==> config.mk <==
export PLATFORM = sky130hd
export DESIGN_NAME = lbbc_core
export DESIGN_NICKNAME = d
export VERILOG_FILES = /design/src/lbbc_pkg.sv /design/src/lbbc_sync.sv /design/src/lbbc_core.sv
export SDC_FILE = /design/constraint.sdc
export NUM_CORES = 1
export LEC_CHECK = 0
export BUFFER_PORTS_ARGS = -buffer_cell sky130_fd_sc_hd__buf_2
export CORE_MARGIN = 2
export CORE_UTILIZATION = 37
export CTS_BUF_LIST = sky130_fd_sc_hd__clkbuf_4
export DETAILED_ROUTE_END_ITERATION = 16
export PLACE_DENSITY_LB_ADDON = 0.05
export SLEW_MARGIN = 40
export SYNTH_ARGS = -nofsm -noshare
export SYNTH_HDL_FRONTEND = slang
export SYNTH_SLANG_ARGS = --single-unit
==> constraint.sdc <==
create_clock -name sys_clk_i -period 4.63 [get_ports sys_clk_i]
set_clock_uncertainty 0.15 [all_clocks]
set_input_delay 0.6945 -clock sys_clk_i [delete_from_list [all_inputs] [get_ports sys_clk_i]]
set_output_delay 0.6945 -clock sys_clk_i [all_outputs]
set_load 0.02 [all_outputs]
==> src/lbbc_pkg.sv <==
// package: constants for the led buck boundary controller
package lbbc_pkg;
  localparam int unsigned CLK_PERIOD_PS      = 8000;    // 125 mhz system clock
  localparam int unsigned BLANK_TIME_NS      = 370;     // sense blanking interval
  localparam int unsigned BLANK_CYCLES       = (BLANK_TIME_NS * 1000 + CLK_PERIOD_PS - 1)
                                               / CLK_PERIOD_PS;
  localparam int unsigned MAX_FREQ_KHZ       = 175;     // conversion frequency ceiling
  localparam int unsigned MIN_PERIOD_NS      = (1000000 + MAX_FREQ_KHZ - 1) / MAX_FREQ_KHZ;
  localparam int unsigned MIN_PERIOD_CYCLES  = (MIN_PERIOD_NS * 1000 + CLK_PERIOD_PS - 1)
                                               / CLK_PERIOD_PS;
  localparam int unsigned CNT_W              = 10;      // wide enough for the period count
  localparam int unsigned SYNC_STAGES        = 2;

  typedef enum logic [4:0] {
    LBBC_OFF_S     = 5'b0_0001,  // lockout, disabled or fault
    LBBC_ON_S      = 5'b0_0010,  // gate high, inductor charging
    LBBC_DISCH_S   = 5'b0_0100,  // gate low, inductor discharging
    LBBC_WAIT_S    = 5'b0_1000,  // mask released, waiting for a valley
    LBBC_HOLD_S    = 5'b1_0000   // valley seen, period not yet elapsed
  } lbbc_state_type;
endpackage : lbbc_pkg

==> src/lbbc_sync.sv <==
// file: two-stage synchroniser bank for the comparator inputs
`timescale 1ns/100ps
module lbbc_sync #(
  parameter int unsigned WIDTH = 8
) (
  input  wire logic             sys_clk_i,
  input  wire logic             rst_n_i,
  input  wire logic [WIDTH-1:0] async_i,
  output logic      [WIDTH-1:0] sync_o
);
  logic [WIDTH-1:0] meta_q;

  // first stage feeds only the second; reset leaves all inputs inactive
  always_ff @(posedge sys_clk_i) begin
    if (!rst_n_i) begin
      meta_q <= '0;
      sync_o <= '0;
    end else begin
      meta_q <= async_i;
      sync_o <= meta_q;
    end
  end
endmodule : lbbc_sync

==> src/lbbc_core.sv <==
// file: cycle-by-cycle gate control for a boundary-conduction led buck converter
`timescale 1ns/100ps
module lbbc_core
#(
  parameter int unsigned BLANK_CNT  = lbbc_pkg::BLANK_CYCLES,
  parameter int unsigned PERIOD_CNT = lbbc_pkg::MIN_PERIOD_CYCLES
) (
  input  wire logic sys_clk_i,
  input  wire logic rst_n_i,
  input  wire logic supply_startup_i,      // supply above startup threshold
  input  wire logic supply_lockout_i,      // supply below supply_stop_threshold
  input  wire logic dim_high_i,            // dimming input reads high
  input  wire logic dim_open_i,            // dimming input open
  input  wire logic mask_high_i,           // masking input above threshold
  input  wire logic mask_open_i,           // masking input open
  input  wire logic sense_peak_i,          // sense reached peak trip level
  input  wire logic short_circuit_trip_i,  // sense reached short-circuit level
  input  wire logic valley_i,              // valley seen on the switch node
  input  wire logic over_temp_i,           // junction above shutdown temperature
  output logic      gate_o,
  output logic      running_o,             // supply good and converter enabled
  output logic      short_fault_o,         // short circuit latched
  output logic      fault_o                // any fault currently stopping the gate
);
  import lbbc_pkg::*;

  localparam int unsigned NSYNC = 10;

  logic [NSYNC-1:0] raw_w;
  logic [NSYNC-1:0] syn_w;
  logic             startup_s;
  logic             lockout_s;
  logic             dim_high_s;
  logic             dim_open_s;
  logic             mask_high_s;
  logic             mask_open_s;
  logic             peak_s;
  logic             short_s;
  logic             valley_s;
  logic             hot_s;

  logic             supply_ok_q;
  logic             short_q;
  lbbc_state_type   state_q;
  lbbc_state_type   state_d;
  logic [CNT_W-1:0] blank_cnt_q;
  logic [CNT_W-1:0] period_cnt_q;
  logic             blank_done_w;
  logic             period_done_w;
  logic             enable_w;
  logic             turn_on_w;

  // every comparator crosses into the clock domain before use
  assign raw_w = {supply_startup_i, supply_lockout_i, dim_high_i, dim_open_i,
                  mask_high_i, mask_open_i, sense_peak_i, short_circuit_trip_i,
                  valley_i, over_temp_i};

  lbbc_sync #(
    .WIDTH (NSYNC)
  ) u_sync (
    .sys_clk_i (sys_clk_i),
    .rst_n_i   (rst_n_i),
    .async_i   (raw_w),
    .sync_o    (syn_w)
  );

  assign {startup_s, lockout_s, dim_high_s, dim_open_s, mask_high_s, mask_open_s,
          peak_s, short_s, valley_s, hot_s} = syn_w;

  // supply hysteresis: lockout wins, so a collapsing supply always stops
  always_ff @(posedge sys_clk_i) begin
    if (!rst_n_i) begin
      supply_ok_q <= 1'b0;
    end else if (lockout_s) begin
      supply_ok_q <= 1'b0;
    end else if (startup_s) begin
      supply_ok_q <= 1'b1;
    end
  end

  // short circuit stays latched until the supply drops below lockout
  always_ff @(posedge sys_clk_i) begin
    if (!rst_n_i) begin
      short_q <= 1'b0;
    end else if (short_s) begin
      short_q <= 1'b1;
    end else if (!supply_ok_q) begin
      short_q <= 1'b0;
    end
  end

  // open pins and over-temperature restart on their own once they clear
  assign fault_o  = dim_open_s | mask_open_s | hot_s | short_q;
  assign enable_w = supply_ok_q & ~dim_high_s & ~fault_o;

  assign blank_done_w  = (blank_cnt_q >= CNT_W'(BLANK_CNT));
  assign period_done_w = (period_cnt_q >= CNT_W'(PERIOD_CNT));

  // valley turn-on needs mask released and the minimum period elapsed
  assign turn_on_w = valley_s & ~mask_high_s & period_done_w;

  // a turn-on is the step into the on state; shared by the period counter and its check
  function automatic logic is_turn_on(input lbbc_state_type cur,
                                      input lbbc_state_type nxt);
    return (nxt == LBBC_ON_S) && (cur != LBBC_ON_S);
  endfunction : is_turn_on

  // cycle state: waits have no timeout, so the frequency has no lower bound
  always_comb begin
    state_d = state_q;
    case (state_q)
      LBBC_OFF_S: begin
        if (enable_w && period_done_w && !mask_high_s) begin
          state_d = LBBC_ON_S;
        end
      end
      LBBC_ON_S: begin
        if (blank_done_w && peak_s) begin
          state_d = LBBC_DISCH_S;
        end
      end
      LBBC_DISCH_S: begin
        if (!mask_high_s) begin
          state_d = LBBC_WAIT_S;
        end
      end
      LBBC_WAIT_S: begin
        if (mask_high_s) begin
          state_d = LBBC_DISCH_S;
        end else if (turn_on_w) begin
          state_d = LBBC_ON_S;
        end else if (valley_s) begin
          state_d = LBBC_HOLD_S;
        end
      end
      LBBC_HOLD_S: begin
        if (mask_high_s) begin
          state_d = LBBC_DISCH_S;
        end else if (period_done_w) begin
          state_d = LBBC_ON_S;
        end
      end
      default: begin
        state_d = LBBC_OFF_S;
      end
    endcase
    if (!enable_w) begin
      state_d = LBBC_OFF_S;
    end
  end

  always_ff @(posedge sys_clk_i) begin
    if (!rst_n_i) begin
      state_q <= LBBC_OFF_S;
    end else begin
      state_q <= state_d;
    end
  end

  // blanking counter restarts at each turn-on and saturates
  always_ff @(posedge sys_clk_i) begin
    if (!rst_n_i) begin
      blank_cnt_q <= '0;
    end else if (state_q != LBBC_ON_S) begin
      blank_cnt_q <= '0;
    end else if (!blank_done_w) begin
      blank_cnt_q <= blank_cnt_q + CNT_W'(1);
    end
  end

  // period counter restarts at each turn-on; saturated means ready
  always_ff @(posedge sys_clk_i) begin
    if (!rst_n_i) begin
      period_cnt_q <= CNT_W'(PERIOD_CNT);
    end else if (is_turn_on(state_q, state_d)) begin
      period_cnt_q <= CNT_W'(1);
    end else if (!period_done_w) begin
      period_cnt_q <= period_cnt_q + CNT_W'(1);
    end
  end

  // gate is registered from the next state, so it matches the state register and is low outside the on phase
  always_ff @(posedge sys_clk_i) begin
    if (!rst_n_i) begin
      gate_o    <= 1'b0;
      running_o <= 1'b0;
    end else begin
      gate_o    <= (state_d == LBBC_ON_S);
      running_o <= enable_w;
    end
  end

  assign short_fault_o = short_q;

  // gate is never high without the enable one cycle earlier
  a_gate_needs_enable: assert property (@(posedge sys_clk_i) disable iff (!rst_n_i)
    gate_o |-> $past(enable_w))
    else $error("gate high while converter disabled");

  // dimming high forces the gate low on the next edge
  a_dim_stops_gate: assert property (@(posedge sys_clk_i) disable iff (!rst_n_i)
    dim_high_s |=> !gate_o)
    else $error("gate pulse while dimming input high");

  // blanking counter starts from zero at every turn-on
  a_min_on_time: assert property (@(posedge sys_clk_i) disable iff (!rst_n_i)
    $rose(gate_o) && enable_w |-> blank_cnt_q == '0)
    else $error("blanking counter not cleared at turn-on");

  // no turn-on before the period counter completes
  a_period_limit: assert property (@(posedge sys_clk_i) disable iff (!rst_n_i)
    is_turn_on(state_q, state_d) |-> period_done_w)
    else $error("turn-on before minimum period");

  // mask high blocks every turn-on, from the off state as well
  a_mask_blocks: assert property (@(posedge sys_clk_i) disable iff (!rst_n_i)
    (mask_high_s && state_q != LBBC_ON_S) |=> !gate_o)
    else $error("turn-on while masking active");

  // a peak trip after blanking ends the on phase within one cycle
  a_peak_turns_off: assert property (@(posedge sys_clk_i) disable iff (!rst_n_i)
    (state_q == LBBC_ON_S && blank_done_w && peak_s) |=> !gate_o)
    else $error("gate stayed on after peak trip");

  // short circuit latches and keeps the gate low
  a_short_latch: assert property (@(posedge sys_clk_i) disable iff (!rst_n_i)
    short_s |=> short_q ##1 !gate_o)
    else $error("short circuit did not stop switching");

  // lockout drops the supply-good flag
  a_lockout_stop: assert property (@(posedge sys_clk_i) disable iff (!rst_n_i)
    lockout_s |=> !supply_ok_q ##1 !gate_o)
    else $error("switching continued under lockout");

  // over-temperature shows as a fault and the gate goes low
  a_hot_stop: assert property (@(posedge sys_clk_i) disable iff (!rst_n_i)
    hot_s |-> fault_o ##1 !gate_o)
    else $error("switching continued while over temperature");

  // a valley with the mask released and period elapsed turns the gate on
  a_valley_on: assert property (@(posedge sys_clk_i) disable iff (!rst_n_i)
    (state_q == LBBC_WAIT_S && turn_on_w && enable_w) |=> gate_o)
    else $error("valley did not turn gate on");

  // startup seen without lockout sets the supply-good flag
  a_startup_enables: assert property (@(posedge sys_clk_i) disable iff (!rst_n_i)
    (startup_s && !lockout_s) |=> supply_ok_q)
    else $error("supply good not set after startup");

  // supply good only ever rises on a startup indication without lockout
  a_supply_cause: assert property (@(posedge sys_clk_i) disable iff (!rst_n_i)
    $rose(supply_ok_q) |-> ($past(startup_s) && !$past(lockout_s)))
    else $error("supply good rose without startup");

  // once stopped, the supply stays off until startup is seen again
  a_no_early_restart: assert property (@(posedge sys_clk_i) disable iff (!rst_n_i)
    (!supply_ok_q && !startup_s) |=> !supply_ok_q)
    else $error("supply good rose below startup");

  // enable shows up on the running flag one edge later
  a_running_flag: assert property (@(posedge sys_clk_i) disable iff (!rst_n_i)
    enable_w |=> running_o)
    else $error("running flag missing while enabled");

  // dimming high clears the running flag
  a_dim_not_running: assert property (@(posedge sys_clk_i) disable iff (!rst_n_i)
    dim_high_s |=> !running_o)
    else $error("running flag set while dimming high");

  // from off, an enabled converter with mask low and period done turns on
  a_off_to_on: assert property (@(posedge sys_clk_i) disable iff (!rst_n_i)
    (state_q == LBBC_OFF_S && enable_w && period_done_w && !mask_high_s) |=> gate_o)
    else $error("enabled converter did not start");

  // the gate stays on through the blanking interval, whatever the sense says
  a_blank_holds: assert property (@(posedge sys_clk_i) disable iff (!rst_n_i)
    (state_q == LBBC_ON_S && !blank_done_w && enable_w) |=> gate_o)
    else $error("gate dropped inside blanking");

  // without a peak trip the on phase continues
  a_on_waits_trip: assert property (@(posedge sys_clk_i) disable iff (!rst_n_i)
    (state_q == LBBC_ON_S && !peak_s && enable_w) |=> gate_o)
    else $error("gate dropped without peak trip");

  // discharge never turns the gate on directly
  a_discharge_low: assert property (@(posedge sys_clk_i) disable iff (!rst_n_i)
    (state_q == LBBC_DISCH_S) |=> !gate_o)
    else $error("gate on straight from discharge");

  // waiting without a valley keeps the gate off
  a_valley_needed: assert property (@(posedge sys_clk_i) disable iff (!rst_n_i)
    (state_q == LBBC_WAIT_S && !valley_s) |=> !gate_o)
    else $error("turn-on without valley");

  // a remembered valley still waits for the period to elapse
  a_hold_waits: assert property (@(posedge sys_clk_i) disable iff (!rst_n_i)
    (state_q == LBBC_HOLD_S && !period_done_w) |=> !gate_o)
    else $error("turn-on from hold before minimum period");

  // a remembered valley turns on as soon as the period is done
  a_hold_turn_on: assert property (@(posedge sys_clk_i) disable iff (!rst_n_i)
    (state_q == LBBC_HOLD_S && period_done_w && !mask_high_s && enable_w) |=> gate_o)
    else $error("hold did not turn on after period");

  // each turn-on restarts the period count, so spacing is measured from it
  a_period_restart: assert property (@(posedge sys_clk_i) disable iff (!rst_n_i)
    $rose(gate_o) |-> (period_cnt_q == CNT_W'(1)))
    else $error("period counter not restarted at turn-on");

  // open dimming input is a fault and stops the gate
  a_open_dim_fault: assert property (@(posedge sys_clk_i) disable iff (!rst_n_i)
    dim_open_s |-> fault_o ##1 !gate_o)
    else $error("open dimming input did not stop switching");

  // open masking input is a fault and stops the gate
  a_open_mask_fault: assert property (@(posedge sys_clk_i) disable iff (!rst_n_i)
    mask_open_s |-> fault_o ##1 !gate_o)
    else $error("open masking input did not stop switching");

  // with every fault source gone the fault flag drops, so operation resumes
  a_fault_clears: assert property (@(posedge sys_clk_i) disable iff (!rst_n_i)
    (!dim_open_s && !mask_open_s && !hot_s && !short_q) |-> !fault_o)
    else $error("fault flag stuck after causes cleared");

  // the off state never leaves the gate high
  a_off_gate_low: assert property (@(posedge sys_clk_i) disable iff (!rst_n_i)
    (state_q == LBBC_OFF_S) |-> !gate_o)
    else $error("gate high in off state");
endmodule : lbbc_core

==> summary.md <==
| Metric | Value |
|---|---|
| Sink Count | 49 |
| Pre-antenna DRT Iters | 4 |
| Maximum Capacitance Violations | 0 |
| Row Count | 26 |
| Port buffer count | 15 |
| Pin count of the biggest net entering global routing | 39 |
| Worst Setup End Kind | output pin |
| Root Buffer | clkbuf_4 |
| Slew headroom | between 60% and 70% |
| Cts bufs inserted | 5 |
| Post-Syn Area per Cell | about 10 µm² |
| Sequential-to-total area share from yosys stat | roughly half |
| # H-tree levels | 2 |
| Hpwl dp | around 2600 µm |
| Synth Net Count | between 200 and 250 |
| Post-synth EDFFs | 0 |
| Dominant synthesized flop cell | dfxtp_1 |
| Hold_buf cts | 0 |
| Resize count post-CTS | 0 |
| DRT iter0 DRCs | between 70 and 80 |
| Antenna diodes | 0 |
| Final hold violation count | 0 |
| Dpl cells | between 200 and 300 |
| Vias/cell | 4.91 |
| FMAX | ~0.44 GHz |
| Clock latency at the later pin of the worst-skew pair | around 0.37 ns |
| Die footprint | approximately 0.0061 mm² |
| Worst EP arrival | 1.45 ns |
| Die width | about 78 µm |
| Final wirelength | roughly 3600 µm |
| Min-delay worst type | reg -> reg |
| Worst Path Required | 3.79 ns |
| Status | complete, no violations |
| Avg WL per Cell | between 10 and 15 µm |
| Number of global-route vias before repair | 1331 |
| Layout area overhead | 9.36% |
| Post-synthesis instance area | about 0.0020 mm² |
| Final Slew Violations | 0 |
| Initial antenna violation count | 0 |
| Most frequent cells in the layout | dfxtp_1, nor2_1, and2_1 |
| Die height | about 78 µm |
| Power per Cell Area | approximately 380 mW/mm² |
| First-pass GRT wire length | 6340 µm |
| Starting Density | a little under 40% |
| Most common cell after layout, fill and taps aside | dfxtp_1 |
| Crit Path Class | reg -> out |
| Least-Margin Pin Slew | roughly 0.59 ns |
| Final cell count without fillers | a little under 300 |
| RePlAce Congestion | a little under 0.9 |
| CP Launch Type | flip-flop |
| Leak | about 0.00085 µW |
| Overall routing resource usage | a little over an eighth |
| DP Worst Slack | between 2 and 2.5 ns |
| Routed via count | 1430 |
| # DRC | 0 |
| Top Ports | 16 |
| RSZ-0062 raised after global routing | false |
| Final TNS setup | 0 ns |
| Crit path time final | 2.29 ns |
| Fin worst setup slack | 2.34 ns |
| Final ANT Viol Nets | 0 |
| Netlist cell types | around 50 |
| Floorplan core area | just over 0.005 mm² |
| # setup viols final | 0 |
| # nets final | 234 |
| Period utilization | between 40% and 50% |
| CP max FO | 3 |
| CTS tree | yes |
| Post-CTS Setup Bufs | 0 |
| CTS max path bufs | 2 |
| Synth Instances | 205 |
| Worst IR drop on VDD | 0.000166 V |
| Post-synth ARST share | 0% |
| Design Power | roughly 830 µW |
| Syn. warnings | 0 |
| R2r worst-path depth | 4 |
| Layout cells sized above 1 | 16.7% |
| WHS Path Cells | 1 |
| #FFs+latches synth | 49 |
| Fill count | around 530 |
| Clk slew on worst S/H paths | 0.15 ns |
| GRT Residual Overflow | 0 |
## cells in the mapped netlist (3+ instances only)
cell type | instances | area [µm²]
dfxtp_1 | 49 | 981
and2_1 | 20 | 125
nor2_1 | 20 | 75.1
nand2_1 | 15 | 56.3
xnor2_1 | 10 | 87.6
inv_1 | 7 | 26.3
and3_1 | 6 | 37.5
o21ai_1 | 6 | 30.0
xor2_1 | 5 | 43.8
mux2i_1 | 4 | 40.0
a211oi_1 | 3 | 22.5
a21boi_0 | 3 | 22.5
nand3_1 | 3 | 15.0
nor2b_1 | 3 | 18.8
nor4_1 | 3 | 18.8
o21ai_0 | 3 | 15.0
## layout make-up
cell class / instances / area, µm² / share of cell area, %
Inverter: 7 / 26.3 / 1.19
Clock buffer: 5 / 37.5 / 1.70
Timing Repair Buffer: 15 / 75.1 / 3.40
Clock inverter: 3 / 28.8 / 1.30
Tap cell: 70 / 87.6 / 3.97
Multi-Input combinational cell: 142 / 971 / 44.0
Sequential cell: 49 / 981 / 44.4
## registers in the layout (all words and copies together), names as in the netlist
signal,flops
blank_cnt_q,10
state_q,5
short_fault_o,1
running_o,1
period_cnt_q,10
u_sync.meta_q,10
u_sync.sync_o,10
supply_ok_q,1
gate_o,1
## critical path, cell delays in order, from the launching register on
cell and delay (ns):
dfxtp_1 0.35, or4_4 0.55, buf_2 0.18
## metal layers
metal  vias to the layer above  global-route usage [%]  part of all wire (%)
met1                       658                    18.0                    48
li1                        734                       -                     -
met4                         0                    4.82                   1.2
met3                         5                    3.95                   5.4
met5                         -                       0                     0
met2                        33                    20.1                    45
## where the power goes
part	internal, µW	leakage, µW	total, µW	switching, µW
logic	72.7	0.000413	155	81.9
clock network	66.2	0.0000377	214	147
registers	445	0.000400	464	18.7
## final timing paths
| kind | startpoint | endpoint | slack, ns |
|---|---|---|---|
| max | short_fault_o | fault_o | 2.34 |
| min | u_sync.sync_o[8] | supply_ok_q | 0.26 |
| max reg2reg | state_q[3] | state_q[3] | 2.51 |
| min reg2reg | u_sync.sync_o[8] | supply_ok_q | 0.26 |
## per-stage QoR
| step | instance area, µm² | hold slack (ns) | utilization, % |
|---|---|---|---|
| after detailed placement | 2140 | 0.236 | 41.4 |
| final | 2210 | 0.255 | 42.7 |
| after global placement | 2140 | 0.228 | 41.4 |
| after CTS | 2210 | 0.259 | 42.7 |
| after floorplan | 2020 | 0.223 | - |
| after global routing | 2210 | 0.276 | 42.7 |
## cell families (layout without fill, tap and decap cells)
kind of cell | count (synthesis) | after routing | share of synthesized area [%]
XOR/XNOR | 15 | 15 | 6.51
flip-flops | 49 | 49 | 48.6
buffers and inverters | 14 | 30 | 3.29
AND/OR/NAND/NOR | 86 | 86 | 23.6
AO/OA/AOI/OAI | 35 | 35 | 14.8
multiplexers | 4 | 4 | 1.98
adder cells (fa/ha/maj) | 2 | 2 | 1.24
Note: power is estimated with default switching activity, not from simulation.
